## src/fpe_regs.svh

```systemverilog
// Register offsets, field positions, reset values for the four-bit port
`ifndef FPE_REGS_SVH
`define FPE_REGS_SVH

`define FPE_OFS_PIN_VALUE   12'h000
`define FPE_OFS_DIRECTION   12'h004
`define FPE_OFS_LATCH       12'h008
`define FPE_OFS_ANALOG      12'h00c
`define FPE_OFS_PULLUP      12'h010
`define FPE_OFS_CONFIG      12'h014

`define FPE_BIDIR_W         3
`define FPE_INPUT_BIT       3
`define FPE_CFG_GLOBAL_BIT  0
`define FPE_CFG_EXTRST_BIT  1

`define FPE_RST_DIRECTION   3'h7
`define FPE_RST_LATCH       3'h0
`define FPE_RST_ANALOG      3'h7
`define FPE_RST_PULLUP      1'h1
`define FPE_RST_GLOBAL_N    1'h1
`define FPE_RST_EXTRST      1'h0

`define FPE_RESP_OKAY       2'h0
`define FPE_RESP_SLVERR     2'h2

`endif

```

## src/fpe_pkg.sv

```systemverilog
// Types shared by the four-bit port modules
`default_nettype none
package fpe_pkg;
    typedef enum logic [0:0] {
        FPE_IDLE = 1'b0,
        FPE_RESP = 1'b1
    } fpe_phase_t;
endpackage : fpe_pkg
`default_nettype wire

```

## src/fpe_cfg_if.sv

```systemverilog
// Configuration carried from the register file to the pad logic
`default_nettype none
interface fpe_cfg_if;
    logic [2:0] direction;
    logic [2:0] latch;
    logic [2:0] analog;
    logic       pullup_en;
    logic       global_pullup_disable_n;
    logic       ext_reset_pin_select;
    logic [3:0] pin_read;
    modport regs (output direction, output latch, output analog,
                  output pullup_en, output global_pullup_disable_n,
                  output ext_reset_pin_select, input pin_read);
    modport pads (input direction, input latch, input analog,
                  input pullup_en, input global_pullup_disable_n,
                  input ext_reset_pin_select, output pin_read);
endinterface : fpe_cfg_if
`default_nettype wire

```

## src/fpe_pads.sv

```systemverilog
// Pad-side logic: drivers, pull-up control and pin read masking
`default_nettype none
module fpe_pads (
    // Configuration
    fpe_cfg_if.pads          cfg,
    // Pins
    input  wire logic [2:0]  bidir_pins_i,
    output logic      [2:0]  bidir_pins_o,
    output logic      [2:0]  bidir_pins_oe,
    input  wire logic        input_only_pin,
    output logic             input_pin_pullup_on
);
    assign bidir_pins_o  = cfg.latch;
    assign bidir_pins_oe = ~cfg.direction;
    assign input_pin_pullup_on = cfg.pullup_en
                               & ~cfg.global_pullup_disable_n;
    assign cfg.pin_read = {input_only_pin & ~cfg.ext_reset_pin_select,
                           bidir_pins_i & ~cfg.analog};
endmodule : fpe_pads
`default_nettype wire

```

## src/fpe_port.sv

```systemverilog
// Four-bit port: AXI4-Lite register file and pin control
`include "fpe_regs.svh"
`default_nettype none

// How it works
// - Output pins are driven only from the port's own output latch.
// - Pin-value reads return actual pin logic levels.
// - Writes to pin-value bits 2..0 update the output latch.
// - Small variant: bits 2..0 absent, read zero; only bit 3 remains.
// - Direction bit 1 tri-states the driver; 0 drives latch onto pin.
// - Direction bit 3 has no storage, reads one; bits 7..4 read zero.
// - Latch holds bits 2..0; bits 7..3 read zero.
// - Analog bit 1 makes pin analog and disables digital input.
// - Pull-up bit 3 enables input-only pin pull-up; others read zero.
// - Pull-up active only while global active-low enable is cleared.
// - Pull-up ignores the direction register; its pin is never an output.
// - Analog pins read zero through the pin-value register.
// - Input-only pin reads zero while external reset function selected.
module fpe_port #(
    parameter bit FULL_VARIANT = 1'b1
) (
    // Clock and reset
    input  wire logic        mclk,
    input  wire logic        rst_b,
    // AXI4-Lite write address
    input  wire logic [11:0] s_axi_awaddr,
    input  wire logic        s_axi_awvalid,
    output logic             s_axi_awready,
    // AXI4-Lite write data
    input  wire logic [31:0] s_axi_wdata,
    input  wire logic [3:0]  s_axi_wstrb,
    input  wire logic        s_axi_wvalid,
    output logic             s_axi_wready,
    // AXI4-Lite write response
    output logic [1:0]       s_axi_bresp,
    output logic             s_axi_bvalid,
    input  wire logic        s_axi_bready,
    // AXI4-Lite read address
    input  wire logic [11:0] s_axi_araddr,
    input  wire logic        s_axi_arvalid,
    output logic             s_axi_arready,
    // AXI4-Lite read data
    output logic [31:0]      s_axi_rdata,
    output logic [1:0]       s_axi_rresp,
    output logic             s_axi_rvalid,
    input  wire logic        s_axi_rready,
    // Pins
    input  wire logic [2:0]  bidir_pins_i,
    output logic      [2:0]  bidir_pins_o,
    output logic      [2:0]  bidir_pins_oe,
    input  wire logic        input_only_pin,
    output logic             input_pin_pullup_on
);

    // ------------------------------------------------------------
    // State
    // ------------------------------------------------------------
    typedef struct packed {
        logic [2:0]  direction;
        logic [2:0]  latch;
        logic [2:0]  analog;
        logic        pullup_en;
        logic        global_n;
        logic        extrst;
        logic        aw_held;
        logic [11:0] aw_addr;
        logic        w_held;
        logic [31:0] w_data;
        logic        w_strb0;
        fpe_pkg::fpe_phase_t wph;
        logic [1:0]  bresp;
        fpe_pkg::fpe_phase_t rph;
        logic [31:0] rdata;
        logic [1:0]  rresp;
    } fpe_state_t;

    fpe_state_t st;
    fpe_state_t next_st;

    fpe_cfg_if cfg ();

    // Variant mask for the three bidirectional bits
    localparam logic [2:0] BIDIR_MASK = FULL_VARIANT ? 3'h7 : 3'h0;

    function automatic logic mapped(input logic [11:0] a);
        mapped = (a == `FPE_OFS_PIN_VALUE) || (a == `FPE_OFS_DIRECTION) ||
                 (a == `FPE_OFS_LATCH)     || (a == `FPE_OFS_ANALOG)    ||
                 (a == `FPE_OFS_PULLUP)    || (a == `FPE_OFS_CONFIG);
    endfunction : mapped

    function automatic logic [7:0] rd_value(input logic [11:0] a,
                                            input fpe_state_t s,
                                            input logic [3:0] pins);
        rd_value = 8'h00;
        case (a)
            `FPE_OFS_PIN_VALUE: rd_value = {4'h0, pins[3],
                                            pins[2:0] & BIDIR_MASK};
            `FPE_OFS_DIRECTION: rd_value = {4'h0, 1'b1,
                                            s.direction & BIDIR_MASK};
            `FPE_OFS_LATCH:     rd_value = {5'h00, s.latch & BIDIR_MASK};
            `FPE_OFS_ANALOG:    rd_value = {5'h00, s.analog & BIDIR_MASK};
            `FPE_OFS_PULLUP:    rd_value = {4'h0, s.pullup_en, 3'h0};
            `FPE_OFS_CONFIG:    rd_value = {6'h00, s.extrst, s.global_n};
            default:            rd_value = 8'h00;
        endcase
    endfunction : rd_value

    // ------------------------------------------------------------
    // Next state
    // ------------------------------------------------------------
    always_comb begin
        next_st = st;
        if (s_axi_awvalid && s_axi_awready) begin
            next_st.aw_held = 1'b1;
            next_st.aw_addr = s_axi_awaddr;
        end
        if (s_axi_wvalid && s_axi_wready) begin
            next_st.w_held  = 1'b1;
            next_st.w_data  = s_axi_wdata;
            next_st.w_strb0 = s_axi_wstrb[0];
        end
        if (st.wph == fpe_pkg::FPE_IDLE && st.aw_held && st.w_held) begin
            next_st.aw_held = 1'b0;
            next_st.w_held  = 1'b0;
            next_st.wph     = fpe_pkg::FPE_RESP;
            next_st.bresp   = mapped(st.aw_addr) ? `FPE_RESP_OKAY
                                                 : `FPE_RESP_SLVERR;
            if (st.w_strb0) begin
                case (st.aw_addr)
                    // pin-value write goes to latch, bit 3 dropped
                    `FPE_OFS_PIN_VALUE: next_st.latch = st.w_data[2:0];
                    `FPE_OFS_DIRECTION: next_st.direction = st.w_data[2:0];
                    `FPE_OFS_LATCH:     next_st.latch = st.w_data[2:0];
                    `FPE_OFS_ANALOG:    next_st.analog = st.w_data[2:0];
                    `FPE_OFS_PULLUP:
                        next_st.pullup_en = st.w_data[`FPE_INPUT_BIT];
                    `FPE_OFS_CONFIG: begin
                        next_st.global_n = st.w_data[`FPE_CFG_GLOBAL_BIT];
                        next_st.extrst   = st.w_data[`FPE_CFG_EXTRST_BIT];
                    end
                    default: ;
                endcase
            end
        end
        if (st.wph == fpe_pkg::FPE_RESP && s_axi_bready) begin
            next_st.wph = fpe_pkg::FPE_IDLE;
        end
        case (st.rph)
            fpe_pkg::FPE_IDLE: begin
                if (s_axi_arvalid) begin
                    next_st.rph   = fpe_pkg::FPE_RESP;
                    next_st.rdata = {24'h000000,
                                     rd_value(s_axi_araddr, st,
                                              cfg.pin_read)};
                    next_st.rresp = mapped(s_axi_araddr) ? `FPE_RESP_OKAY
                                                         : `FPE_RESP_SLVERR;
                end
            end
            fpe_pkg::FPE_RESP: begin
                if (s_axi_rready) begin
                    next_st.rph = fpe_pkg::FPE_IDLE;
                end
            end
            default: next_st.rph = fpe_pkg::FPE_IDLE;
        endcase
    end

    // ------------------------------------------------------------
    // Registers
    // ------------------------------------------------------------
    always_ff @(posedge mclk or negedge rst_b) begin
        if (!rst_b) begin
            st           <= '0;
            st.direction <= `FPE_RST_DIRECTION;
            st.latch     <= `FPE_RST_LATCH;
            st.analog    <= `FPE_RST_ANALOG;
            st.pullup_en <= `FPE_RST_PULLUP;
            st.global_n  <= `FPE_RST_GLOBAL_N;
            st.extrst    <= `FPE_RST_EXTRST;
            st.wph       <= fpe_pkg::FPE_IDLE;
            st.rph       <= fpe_pkg::FPE_IDLE;
        end else begin
            st <= next_st;
        end
    end

    // ------------------------------------------------------------
    // Bus outputs
    // ------------------------------------------------------------
    assign s_axi_awready = !st.aw_held;
    assign s_axi_wready  = !st.w_held;
    assign s_axi_bvalid  = (st.wph == fpe_pkg::FPE_RESP);
    assign s_axi_bresp   = st.bresp;
    assign s_axi_arready = (st.rph == fpe_pkg::FPE_IDLE);
    assign s_axi_rvalid  = (st.rph == fpe_pkg::FPE_RESP);
    assign s_axi_rdata   = st.rdata;
    assign s_axi_rresp   = st.rresp;

    // ------------------------------------------------------------
    // Pad side
    // ------------------------------------------------------------
    // small variant disables bidir drivers
    assign cfg.direction = st.direction | ~BIDIR_MASK;
    assign cfg.latch     = st.latch & BIDIR_MASK;
    assign cfg.analog    = st.analog | ~BIDIR_MASK;
    assign cfg.pullup_en = st.pullup_en;
    assign cfg.global_pullup_disable_n = st.global_n;
    assign cfg.ext_reset_pin_select    = st.extrst;

    fpe_pads u_pads (
        .cfg                 (cfg.pads),
        .bidir_pins_i        (bidir_pins_i),
        .bidir_pins_o        (bidir_pins_o),
        .bidir_pins_oe       (bidir_pins_oe),
        .input_only_pin      (input_only_pin),
        .input_pin_pullup_on (input_pin_pullup_on)
    );

endmodule : fpe_port
`default_nettype wire

```

## config.mk

```make
export PLATFORM = sky130hd
export DESIGN_NAME = fpe_port
export DESIGN_NICKNAME = d
export VERILOG_FILES = /design/src/fpe_pkg.sv /design/src/fpe_cfg_if.sv /design/src/fpe_pads.sv /design/src/fpe_port.sv
export VERILOG_INCLUDE_DIRS = /design/src
export SDC_FILE = /design/constraint.sdc
export NUM_CORES = 1
export LEC_CHECK = 0
export BUFFER_PORTS_ARGS = -buffer_cell sky130_fd_sc_hd__buf_2
export CORE_ASPECT_RATIO = 2
export CORE_UTILIZATION = 44
export CTS_CLUSTER_SIZE = 24
export DETAILED_ROUTE_END_ITERATION = 10
export PLACE_DENSITY = 0.79
export SLEW_MARGIN = 20
export SYNTH_ARGS = -nofsm -noshare
export SYNTH_HDL_FRONTEND = slang
export SYNTH_HIERARCHICAL = 1
export SYNTH_SLANG_ARGS = --single-unit
```

## constraint.sdc

```tcl
create_clock -name mclk -period 2.1 [get_ports mclk]
set_clock_uncertainty 0.1 [all_clocks]
set_input_delay 0.42 -clock mclk [delete_from_list [all_inputs] [get_ports mclk]]
set_output_delay 0.42 -clock mclk [all_outputs]
set_load 0.1 [all_outputs]
```

# ---- After elaboration in Yosys (flattened, before gate mapping)
# Cells that the tools add are included.
dict set report word_totals {
  ff_bits 73
  inputBits 71
  output_inout_bits 48
  word_cells 76
}
dict set report op_classes {
  n_eq_ne 10
  n_mux 12
  bitwise_logic 9
  reduce_logical 29
}
# operator n
set ops {}
lappend ops {{equality test 12 x 4 -> 1 bit, second input constant} 4}
lappend ops {{equality test 12 x 5 -> 1 bit, second input constant} 4}
lappend ops {{two-way mux 35 bit} 1}
lappend ops {{two-way mux 34 bit} 1}
lappend ops {{equality test 12 x 3 -> 1 bit, second input constant} 2}
lappend ops {{zero test 12 bit} 2}
lappend ops {{one-hot mux 4 bit (6 select lines)} 1}
lappend ops {{AND reduction 3 bit} 5}
lappend ops {{two-way mux 13 bit} 1}
lappend ops {{logical OR 1 bit} 10}
lappend ops {{inverter 3 bit} 2}
lappend ops {{nonzero test 2 bit} 3}
lappend ops {{logical AND 1 bit} 5}
lappend ops {{two-way mux 1 bit} 4}
lappend ops {{two-way mux 2 bit} 2}
lappend ops {{inverter 1 bit} 4}
lappend ops {{AND 3 bit} 1}
lappend ops {{two-way mux 3 bit} 1}
lappend ops {{AND 1 bit} 2}
lappend ops {{zero test 1 bit} 2}
lappend ops {{one-hot mux 1 bit (2 select lines)} 1}
lappend ops {{AND reduction 2 bit} 1}
lappend ops {{OR reduction 2 bit} 1}

# ---- Longest topological paths before layout
# Gate-level depths: netlist of run 1.
dict set report logic_depth {
  depth_word 9
  mapped_depth 5
  mapped_depth_nobuf 5
}

# ---- Cells and area by module
# Netlist of run 1, hierarchy kept.
# module n_inst cells_each area_per_inst_um2 seq_area_each_um2
set modules_own_cells {}
lappend modules_own_cells {fpe_port 1 175 2042.0 985.9}
lappend modules_own_cells {fpe_pads 1 11 102.6 0.0}

# ---- Least setup slack after synthesis of run 1
# Ideal clock, no wire load.
dict set report synth_path {
  kind {register to register}
  start {register st (netlist bit s_axi_bvalid)}
  end {register cfg.analog[0] (netlist name)}
  arrival_time_ns 2.142
  required_time_ns 1.918
  setup_slack_ns -0.225
  stages_incl_launch_ff 6
  synth_period_minus_slack_ns 2.325
  path_cell_list {dfrtp_1 and3b_1 clkbuf_1 nand2_1 or4b_4 mux2_4}
}
dict set report synth_via {
  elab_chain_len 4
}
# item line_no
set synth_lines {}
lappend synth_lines {{start, declared} fpe_port.sv:77} ;# fpe_state_t st;
lappend synth_lines {{start signal, assigned} fpe_port.sv:183} ;# st <= next_st;
lappend synth_lines {{inverter 1 bit} fpe_port.sv:122} ;# if (st.wph == fpe_pkg::FPE_IDLE && st.aw_held && st.w_held) begin
lappend synth_lines {{logical AND 1 bit (2 in a row)} fpe_port.sv:122}
lappend synth_lines {{AND reduction 3 bit (no source line)} n/a}
# No other way between the ends.
# A chain may end at the register's enable or synchronous reset.

# ---- Worst setup path in the final report of run 1
dict set report layout_path {
  start {register st[73] (netlist bit)}
  end {register cfg.analog[2] (netlist name)}
}
dict set report layout_via {
  elab_chain_len 2
}
# item line_no
set layout_lines {}
lappend layout_lines {{equality test 12 x 4 -> 1 bit} fpe_port.sv:129} ;# case (st.aw_addr)
lappend layout_lines {{AND reduction 3 bit (no source line)} n/a}
# No other way between the ends.

==> results of run 1 <==
[layout make-up]
class | instances | area [µm²]
Sequential cell | 39 | 991.0
Multi-Input combinational cell | 124 | 925.9
Fill cell | 432 | 2156
Inverter | 9 | 37.54
Timing Repair Buffer | 67 | 362.8
Clock buffer | 8 | 100.1
Tap cell | 55 | 68.82
[stage by stage]
step / util (%) / setup WS [ns] / cells / hold WS (ns) / area (µm²)
floorplan: - / 0.04218 / 215 / 0.02441 / 2263
global placement: 51.19 / 0.1808 / 293 / 0.2664 / 2376
detailed placement: 51.19 / 0.1144 / 293 / 0.2714 / 2376
CTS: 53.56 / 0.09919 / 302 / 0.2019 / 2486
global route: 53.56 / 0.04329 / 302 / 0.2024 / 2486
finish: 53.56 / 0.1257 / 302 / 0.2080 / 2486
[sequential cells by signal (all words and copies together), names as in the netlist]
name                         count
st                              19
s_axi_rdata                      4
cfg.analog                       3
cfg.direction                    3
cfg.latch                        3
cfg.ext_reset_pin_select         1
cfg.global_pullup_disable_n      1
cfg.pullup_en                    1
s_axi_bresp                      1
s_axi_bvalid                     1
s_axi_rresp                      1
s_axi_rvalid                     1
[kinds of logic (layout without fill, tap and decap cells)]
logic type / after synthesis / count (layout) / synth area share (%)
buf+inv: 52 / 84 / 15.93
simple gates: 46 / 46 / 14.64
flops: 39 / 39 / 45.97
mux: 34 / 34 / 18.90
compound gates: 14 / 14 / 4.376
other cells: 1 / 30 / 0.1749
[per-layer routing]
metal  vias up  GRT usage, %
met5         -             0
met4         0         8.732
met3         8         4.223
met2        70         32.47
met1       679         17.34
li1        694             -
[timing repair]
| action | 4_1_cts | 5_1_grt |
|---|---|---|
| resized for setup | 0 | 0 |
| hold buffers | 1 | 0 |
| endpoints found under the hold margin | 16 | 0 |
[cells in the final DEF, fill, tap and decap left out, types with 2 or more instances in the layout]
cell | synthesis | final
nand3_1 | 2 | 2
buf_2 | 0 | 57
inv_1 | 9 | 8
a222oi_1 | 2 | 2
mux2_2 | 30 | 30
nor3_1 | 2 | 2
nand2_1 | 5 | 5
nor4_1 | 4 | 4
nor2b_4 | 5 | 5
nand4_1 | 3 | 3
conb_1 | 1 | 30
a22o_1 | 2 | 2
dfrtp_1 | 31 | 29
a21oi_1 | 5 | 5
dfstp_2 | 8 | 8
clkbuf_8 | 0 | 7
nor2b_1 | 2 | 2
o21ai_0 | 2 | 2
mux2_4 | 3 | 3
buf_4 | 39 | 9
nor2_1 | 13 | 13
[how the worst max path moves through the flow]
stage                      start             to  slack, ns  cells past startpoint
global placement          st[73]  cfg.analog[0]       0.18                      4
finish                    st[73]  cfg.analog[2]       0.13                      4
global route              st[73]  cfg.analog[2]       0.04                      4
floorplan           s_axi_bvalid  cfg.analog[0]       0.04                      5
detailed placement        st[73]  cfg.analog[2]       0.11                      4
CTS                       st[73]  cfg.analog[2]        0.1                      4
[worst register-to-register path, stage by stage (launching register included)]
cell and delay [ns]:
dfrtp_1 0.40, nor3_1 0.31, nand4_1 0.19, or4b_4 0.59
mux2_4 0.32
[power by group through the flow]
| stage | combinational, µW | clock, µW | sequential (µW) |
|---|---|---|---|
| floorplan | 840 | 0 | 1220 |
| detailed placement | 1090 | 0 | 1180 |
| global placement | 1060 | 0 | 1160 |
| CTS | 1090 | 563 | 1160 |
| finish | 1080 | 546 | 1160 |
| global route | 1150 | 590 | 1200 |
==> flow_metrics.py, run 1 <==
metrics = {
    "run_status": {
        "outcome": "complete, no violations",
    },
    "synth": {
        "ys_seq_elements": 39,
        "yosysUniqueCellTypes": 34,
        "synth_flop_cell": "dfrtp_1",
        "ys_warn_count": 6,
        "yosysTopAreaCellShare_pct": 36.17,
        "yosys-top-cells-area": "dfrtp_1, mux2_2, buf_4",
        "synthTopCellsByCount": "buf_4, dfrtp_1, mux2_2",
        "syn_area_um2": 2145,
        "synth_edf_count": 0,
        "async_flop_share_pct": 100.0,
        "post-synth-top-count-cell": "buf_4",
        "syn_inst": 186,
        "synth.avg_cell_area_um2": 11.53,
        "yosys.area.top_type": "dfrtp_1",
        "synth_seq_area_share_pct": 45.97,
    },
    "clocking": {
        "clock_latency_ns": 0.28,
        "cts_max_path_buffers": 2,
        "postCtsSetupRepairBufs": 0,
        "root_buffer": "clkbuf_8",
        "cts_tree": "yes",
        "clk_pin_slew_worst_paths_ns": 0.07,
        "h-tree-depth": 2,
        "clock_sinks": 39,
        "numCtsBuffers": 5,
    },
    "drt": {
        "drc": 0,
        "vias_per_cell": 4.805,
        "detail-route-antenna-nets": 0,
        "vias": 1451,
        "drtPass1Iterations": 4,
        "wirelength_mm": 3.990,
        "wl_met2_mm": 2.303,
        "wire_per_inst_um": 13.21,
        "met1_length_mm": 1.371,
        "met3_length_um": 223,
        "first_iter_violations": 14,
        "top_layer": "met4",
    },
    "worst_setup_path": {
        "crit_slowest_cell": "or4b_4",
        "crit_path_cell_trace": "nor3_1 -> nand4_1 -> or4b_4 -> mux2_4",
        "arrival_ns": 2.09,
        "crit_buf_inv": 0,
        "crit_family": "simple AND/OR/NAND/NOR gates",
        "reg2reg_from": "st[73]",
        "r2r_end": "cfg.analog[2]",
        "cpPeakStageDelay_ns": 0.59,
        "crit_fanout": 3,
        "startpoint_type": "flop",
        "crit_type": "reg -> reg",
        "end_kind": "flop",
        "reg2regPathDepth": 4,
        "reg2reg_slack_ns": 0.13,
        "crit_required_ns": 2.22,
    },
    "sta": {
        "timing.final.crit_share_pct": 94.01,
        "drv_slew": 0,
        "hold_violations": 0,
        "setup_tns_ns": 0,
        "fin_crit_ns": 1.974,
        "finalSetupViolCount": 0,
        "max_freq_ghz": 0.5065,
        "rsz0062_at_grt": "false",
    },
    "floorplan": {
        "core_area_um2": 4642,
        "ios": 119,
        "die_area_um2": 5174,
        "die_h_um": 100.7,
        "initial_core_util_pct": 46.20,
        "dieWidth_um": 51.37,
        "num_rows": 35,
    },
    "power_and_ir_drop": {
        "ir_worst_vdd_uv": 956.3,
        "p_total_uw": 2788,
        "pwr-share-seq_pct": 41.6,
        "switchingPower_uw": 1176,
        "powerDensity_nw_per_um2": 1121,
        "clkPwrFrac_pct": 19.6,
        "p_int_uw": 1611,
        "p_leak_uw": 0.001212,
        "combPwrFrac_pct": 38.8,
        "sw_frac_of_total_pct": 42.20,
    },
    "place": {
        "gp_congestion": 0.8315,
        "post-dp-hpwl_mm": 3.229,
        "port_buffers": 57,
    },
    "grt": {
        "grt_max_degree": 20,
        "grt_remaining_overflow": 0,
        "grt_pass1_vias": 1451,
        "grt_pass1_wl_mm": 6.617,
        "grt_util_all_layers_pct": 17.57,
        "antenna_found_initial": 0,
    },
    "job": {
        "max-cap-violations": 0,
    },
    "cells_and_area": {
        "areaGrowthSynthToFinish_pct": 15.93,
        "antennaDiodeCount": 0,
        "layout-drive-gt1-share_pct": 51.01,
        "fin_nets": 317,
    },
    "hold_path": {
        "hp-class": "in -> reg",
        "hold_depth": 2,
        "hold_end": "s_axi_rvalid",
        "min_from": "s_axi_rready",
    },
}
(Power assumes the default switching activity.)
==> run 2: changes to the inputs <==
Settings changed: CORE_UTILIZATION 44 to 45, PLACE_DENSITY 0.79 to 0.82, SYNTH_HIERARCHICAL 1 to not set.
Clock period 2.1 ns to 2.45 ns, I/O delays scaled along.
==> run 2 against run 1 <==
Power down 17%; area after synthesis shrank 2.7%; sequential power decreased by 15%; clock power is 14% lower; count of clock-buffer cells in the layout stayed put.
==> flow_metrics.py, run 2 <==
metrics = {
    "run_status": {
        "outcome": "complete, no violations",
    },
    "synth": {
        "yosys.area.top_type": "dfrtp_1",
        "post-synth-top-count-cell": "buf_4",
        "synth.avg_cell_area_um2": 11.27,
        "yosysTopAreaCellShare_pct": 37.19,
        "syn_inst": 185,
        "synth_flop_cell": "dfrtp_1",
        "synth_seq_area_share_pct": 47.27,
        "ys_warn_count": 0,
        "synthTopCellsByCount": "buf_4, dfrtp_1, mux2_2",
        "async_flop_share_pct": 100.0,
        "ys_seq_elements": 39,
        "yosysUniqueCellTypes": 37,
        "synth_edf_count": 0,
        "yosys-top-cells-area": "dfrtp_1, buf_4, mux2_2",
        "syn_area_um2": 2086,
    },
    "power_and_ir_drop": {
        "p_total_uw": 2305,
        "powerDensity_nw_per_um2": 979.4,
        "ir_worst_vdd_uv": 658.4,
        "p_leak_uw": 0.001153,
    },
    "grt": {
        "antenna_found_initial": 0,
        "grt_max_degree": 40,
        "grt_util_all_layers_pct": 16.31,
        "grt_remaining_overflow": 0,
        "grt_pass1_vias": 1379,
        "grt_pass1_wl_mm": 6.065,
    },
    "cells_and_area": {
        "fin_nets": 307,
        "fin_util_pct": 53.71,
        "final_cell_mix": "buf_2, dfrtp_1, conb_1",
        "top_register": "st",
        "final_area_um2": 2354,
        "areaGrowthSynthToFinish_pct": 12.84,
        "finalNonFillerCells": 291,
        "largest_reg_flops": 19,
        "layout_commonest_cell": "buf_2",
        "antennaDiodeCount": 0,
        "fillCellCount": 424,
        "layout-drive-gt1-share_pct": 45.57,
    },
    "sta": {
        "tightest_slew_ns": 0.8699,
        "setup_tns_ns": 0,
        "drv_slew": 0,
        "hold_violations": 0,
        "max-slew-margin-rel_pct": 42.01,
        "timing.final.crit_share_pct": 82.93,
        "finalSetupViolCount": 0,
        "rsz0062_at_grt": "false",
        "fin_crit_ns": 2.032,
        "max_freq_ghz": 0.4922,
    },
    "clocking": {
        "root_buffer": "clkbuf_8",
        "clock_sinks": 39,
        "h-tree-depth": 2,
        "postCtsSetupRepairBufs": 0,
        "post_cts_resized": 0,
        "cts_tree": "yes",
        "numCtsBuffers": 5,
        "cts_max_path_buffers": 2,
        "clock_latency_ns": 0.29,
        "clk_pin_slew_worst_paths_ns": 0.08,
        "holdBufCountCts": 0,
    },
    "place": {
        "port_buffers": 57,
        "post-dp-hpwl_mm": 2.887,
        "dpl-instance-area_um2": 2253,
        "gp_congestion": 0.7367,
        "placed_cells": 283,
    },
    "drt": {
        "detail-route-antenna-nets": 0,
        "top_layer": "met4",
        "drtPass1Iterations": 4,
        "vias_per_cell": 4.866,
        "vias": 1416,
        "met3_length_um": 218,
        "met1_length_mm": 1.282,
        "wirelength_mm": 3.691,
        "first_iter_violations": 16,
        "wire_per_inst_um": 12.68,
        "wl_met2_mm": 2.124,
        "drc": 0,
    },
    "worst_setup_path": {
        "reg2reg_slack_ns": 0.42,
        "crit_fanout": 5,
        "crit_path_cell_trace": "nor3_1 -> nand4_2 -> or4b_4 -> mux2_4",
        "crit_required_ns": 2.53,
        "startpoint_type": "flop",
        "crit_slowest_cell": "or4b_4",
        "cpPeakStageDelay_ns": 0.56,
        "arrival_ns": 2.12,
        "end_kind": "flop",
        "cp-startpoint": "st[73]",
        "reg2reg_from": "st[73]",
        "crit_type": "reg -> reg",
    },
    "hold_path": {
        "hp-class": "in -> async",
    },
    "floorplan": {
        "initial_core_util_pct": 47.60,
        "core_area_um2": 4382,
        "die_h_um": 98.28,
        "num_rows": 34,
        "ios": 119,
        "die_area_um2": 4928,
        "dieWidth_um": 50.14,
    },
    "job": {
        "max-cap-violations": 0,
    },
}
## run 2: changes by cell type after synthesis, moves of 3 or more
| cell | before | now |
|---|---|---|
| nor2b_4 | 5 | 0 |
| nor2_1 | 13 | 9 |
| mux2i_1 | 0 | 3 |
| mux2_2 | 30 | 26 |
| a221oi_1 | 0 | 3 |
| nand4_1 | 3 | 0 |
## run 2: final timing paths
| check | end | cells after the start |
|---|---|---|
| worst max-delay path | cfg.ext_reset_pin_select | 4 |
| worst min-delay path | st[77] | 1 |
| worst max register to register | cfg.ext_reset_pin_select | 4 |
| worst min register to register | s_axi_rdata[2] | 2 |
| max in group asynchronous | st[71] | 1 |
| min in group mclk | s_axi_rvalid | 2 |
## run 2: routing by layer
layer  global-route usage (%)  vias to the layer above
li1                         -                      671
met1                    16.58                      671
met2                    30.36                       66
met3                    3.271                        8
met4                    7.253                        0
met5                        0                        -
## run 2: final cells by class
| cell class | instances | area [µm²] | share of cell area (%) |
|---|---|---|---|
| sequential | 39 | 985.9 | 41.89 |
| multi-input combinational | 122 | 865.8 | 36.79 |
| timing repair buffer | 59 | 300.3 | 12.76 |
| clock buffer | 8 | 100.1 | 4.253 |
| tap | 54 | 67.56 | 2.871 |
| inverter | 9 | 33.78 | 1.435 |
## run 2: cells by family (layout without fill, tap and decap cells)
kind of cell / Yosys count / count (layout) / synth area share (%)
simple gates: 42 / 42 / 13.14
buf+inv: 53 / 76 / 16.56
mux: 31 / 31 / 16.92
flops: 39 / 39 / 47.27
other cells: 1 / 30 / 0.1798
compound gates: 19 / 19 / 5.939
## run 2: per-stage QoR
stage	hold WS [ns]	setup WS (ns)
floorplan	0.09441	0.1422
CTS	0.2257	0.3767
detailed placement	0.3625	0.3268
finish	0.2124	0.4182
global placement	0.3547	0.4006
global route	0.2699	0.3062
## run 2: worst max-delay path, delay by kind of cell, from the launching register on
family	cells	cell delay (ns)
flip-flops	1	0.38
AND/OR/NAND/NOR	3	1.14
multiplexers	1	0.31
## run 2: where the power goes
group | switching (µW) | internal (µW) | total [µW] | leakage (µW)
Sequential | 162 | 822 | 983 | 0.000458
Combinational | 607 | 243 | 850 | 0.000643
Clock | 215 | 257 | 472 | 0.0000515
Total | 984 | 1320 | 2300 | 0.00115
==> run 3: changes to the inputs <==
Settings changed: ABC_AREA set to 1, CORE_UTILIZATION 45 to 41, PLACE_DENSITY 0.82 to 0.76.
Clock period 2.45 ns to 1.8 ns, I/O delays scaled along.
==> run 3 against run 2 <==
Die area grew 22%; final cell count grew 38%; sequential power increased by 30%; final area rose by 12%; register-to-register slack barely moved; count of clock-buffer cells in the layout is 3 lower; non-clock buffer count increased by 2; critical path type is now reg -> out; largest cell class unchanged.
==> flow_metrics.py, run 3 <==
metrics = {
    "place": {
        "post-dp-hpwl_mm": 3.604,
        "gp_congestion": 0.8462,
        "dp_slack_ns": 0.2729,
        "port_buffers": 57,
    },
    "drt": {
        "drc": 0,
        "vias_per_cell": 4.527,
        "vias": 1820,
        "drtPass1Iterations": 4,
        "wire_per_inst_um": 11.02,
        "detail-route-antenna-nets": 0,
        "wirelength_mm": 4.430,
        "first_iter_violations": 65,
    },
    "floorplan": {
        "core_area_um2": 5420,
        "die_h_um": 108.5,
        "ios": 119,
        "die_area_um2": 6000,
        "num_rows": 38,
        "dieWidth_um": 55.28,
        "initial_core_util_pct": 42.94,
    },
    "synth": {
        "syn_area_um2": 2327,
        "synth_seq_area_share_pct": 42.37,
        "synth.avg_cell_area_um2": 8.109,
        "yosysUniqueCellTypes": 30,
        "yosysTopAreaCellShare_pct": 33.33,
        "ys_warn_count": 0,
        "synth_flop_cell": "dfrtp_1",
        "synth_edf_count": 0,
        "syn_inst": 287,
        "async_flop_share_pct": 100.0,
        "synthTopCellsByCount": "nand2_1, buf_4, inv_1",
        "ys_seq_elements": 39,
        "post-synth-top-count-cell": "nand2_1",
        "yosys-top-cells-area": "dfrtp_1, buf_4, dfstp_2",
        "yosys.area.top_type": "dfrtp_1",
    },
    "power_and_ir_drop": {
        "ir_worst_vdd_uv": 1213,
        "pwr-share-seq_pct": 38.6,
        "combPwrFrac_pct": 44.6,
        "clkPwrFrac_pct": 16.8,
        "switchingPower_uw": 1643,
        "powerDensity_nw_per_um2": 1259,
        "p_leak_uw": 0.001393,
        "p_int_uw": 1676,
        "sw_frac_of_total_pct": 49.51,
    },
    "grt": {
        "grt_remaining_overflow": 0,
        "grt_max_degree": 18,
        "grt_pass1_vias": 1695,
        "grt_pass1_wl_mm": 7.203,
        "antenna_found_initial": 0,
        "grt_util_all_layers_pct": 15.30,
    },
    "sta": {
        "drv_slew": 0,
        "finalSetupViolCount": 0,
        "timing.final.crit_share_pct": 97.22,
        "fin_ws_ns": 0.05006,
        "hold_violations": 0,
        "max_freq_ghz": 0.5714,
        "fin_crit_ns": 1.750,
        "rsz0062_at_grt": "false",
    },
    "clocking": {
        "postCtsSetupRepairBufs": 0,
        "h-tree-depth": 2,
        "cts_tree": "yes",
        "clock_sinks": 39,
        "numCtsBuffers": 5,
        "clk_pin_slew_worst_paths_ns": 0.07,
        "clock_latency_ns": 0.28,
        "cts_max_path_buffers": 2,
        "root_buffer": "clkbuf_8",
    },
    "cells_and_area": {
        "largest_reg_flops": 19,
        "areaGrowthSynthToFinish_pct": 13.23,
        "antennaDiodeCount": 0,
        "layout-drive-gt1-share_pct": 32.75,
        "fin_nets": 412,
        "fin_util_pct": 48.62,
        "top_register": "st",
        "layout_commonest_cell": "buf_2",
        "final_cell_mix": "buf_2, nand2_1, inv_1",
    },
    "run_status": {
        "outcome": "complete, no violations",
    },
    "worst_setup_path": {
        "crit_fanout": 3,
        "reg2reg_slack_ns": 0.41,
        "startpoint_type": "flop",
        "crit_type": "reg -> out",
        "end_kind": "output port",
        "arrival_ns": 1.29,
        "crit_required_ns": 1.34,
    },
    "job": {
        "max-cap-violations": 0,
    },
    "hold_path": {
        "hp-class": "in -> reg",
    },
}
run 3: cell type report:
| type | instances | area (µm²) |
|---|---|---|
| repair buffers | 61 | 332.8 |
| clock buffers | 5 | 68.82 |
| well taps | 60 | 75.07 |
| clock inverters | 3 | 15.01 |
| inverters | 44 | 172.7 |
| flip-flops and latches | 39 | 989.7 |
| fillers | 555 | 2785 |
| multi-input cells | 190 | 980.9 |
run 3: critical path, cell delays in order (launching register included):
cell and delay (ns):
dfrtp_4 0.49, clkinvlp_4 0.10, buf_2 0.42
run 3: kinds of logic (layout without fill, tap and decap cells):
logic type	after synthesis	count (layout)	synth area share, %
buffers and inverters	87	113	20.91
DFF	39	39	42.37
AOI/OAI and AO/OA	32	32	7.204
muxes	4	4	1.935
other	1	30	0.1611
and+or+nand+nor	124	124	27.42
run 3: path summary, 6_finish.rpt:
kind	start	endpoint	cells after the start
max in group asynchronous	rst_b	cfg.direction[1]	3
hold / removal	s_axi_bready	s_axi_bvalid	2
min in group asynchronous	rst_b	st[79]	2
setup reg to reg	st[83]	cfg.latch[1]	6
hold reg to reg	s_axi_rdata[0]	s_axi_rdata[0]	2
setup / recovery	s_axi_rvalid	s_axi_arready	2
run 3: power by group through the flow:
stage | logic [µW] | clock network, µW | registers [µW]
finish | 1480 | 558 | 1280
detailed placement | 1490 | 0 | 1300
CTS | 1490 | 578 | 1280
global route | 1590 | 623 | 1300
global placement | 1460 | 0 | 1280
floorplan | 1230 | 0 | 1370
run 3: routing by layer:
layer	wire length, µm	vias to the layer above	share of wire (%)	GRT usage, %
met2	2559	66	58	31.24
met5	0	-	0	0
met3	225	8	5.1	2.990
met4	78	0	1.8	5.714
met1	1566	809	35	14.43
li1	-	937	-	-
run 3: stage by stage:
stage                     std cells  cell area, µm²  hold WS, ns  total power (µW)  TNS [ns]
after floorplan                 316            2465     -0.03559              2601  -0.01714
after global routing            402            2635       0.1460              3518         0
after CTS                       402            2635       0.1506              3355         0
after global placement          393            2541       0.2028              2743         0
final                           402            2635       0.1542              3319         0
after detailed placement        393            2541       0.2092              2783         0
run 3: repair_timing:
| item | in CTS | in global routing |
|---|---|---|
| hold endpoints to repair | 15 | 0 |
| hold buffers | 1 | 0 |
| endpoints found under the setup margin | 0 | 0 |
| resized for setup | 0 | 0 |
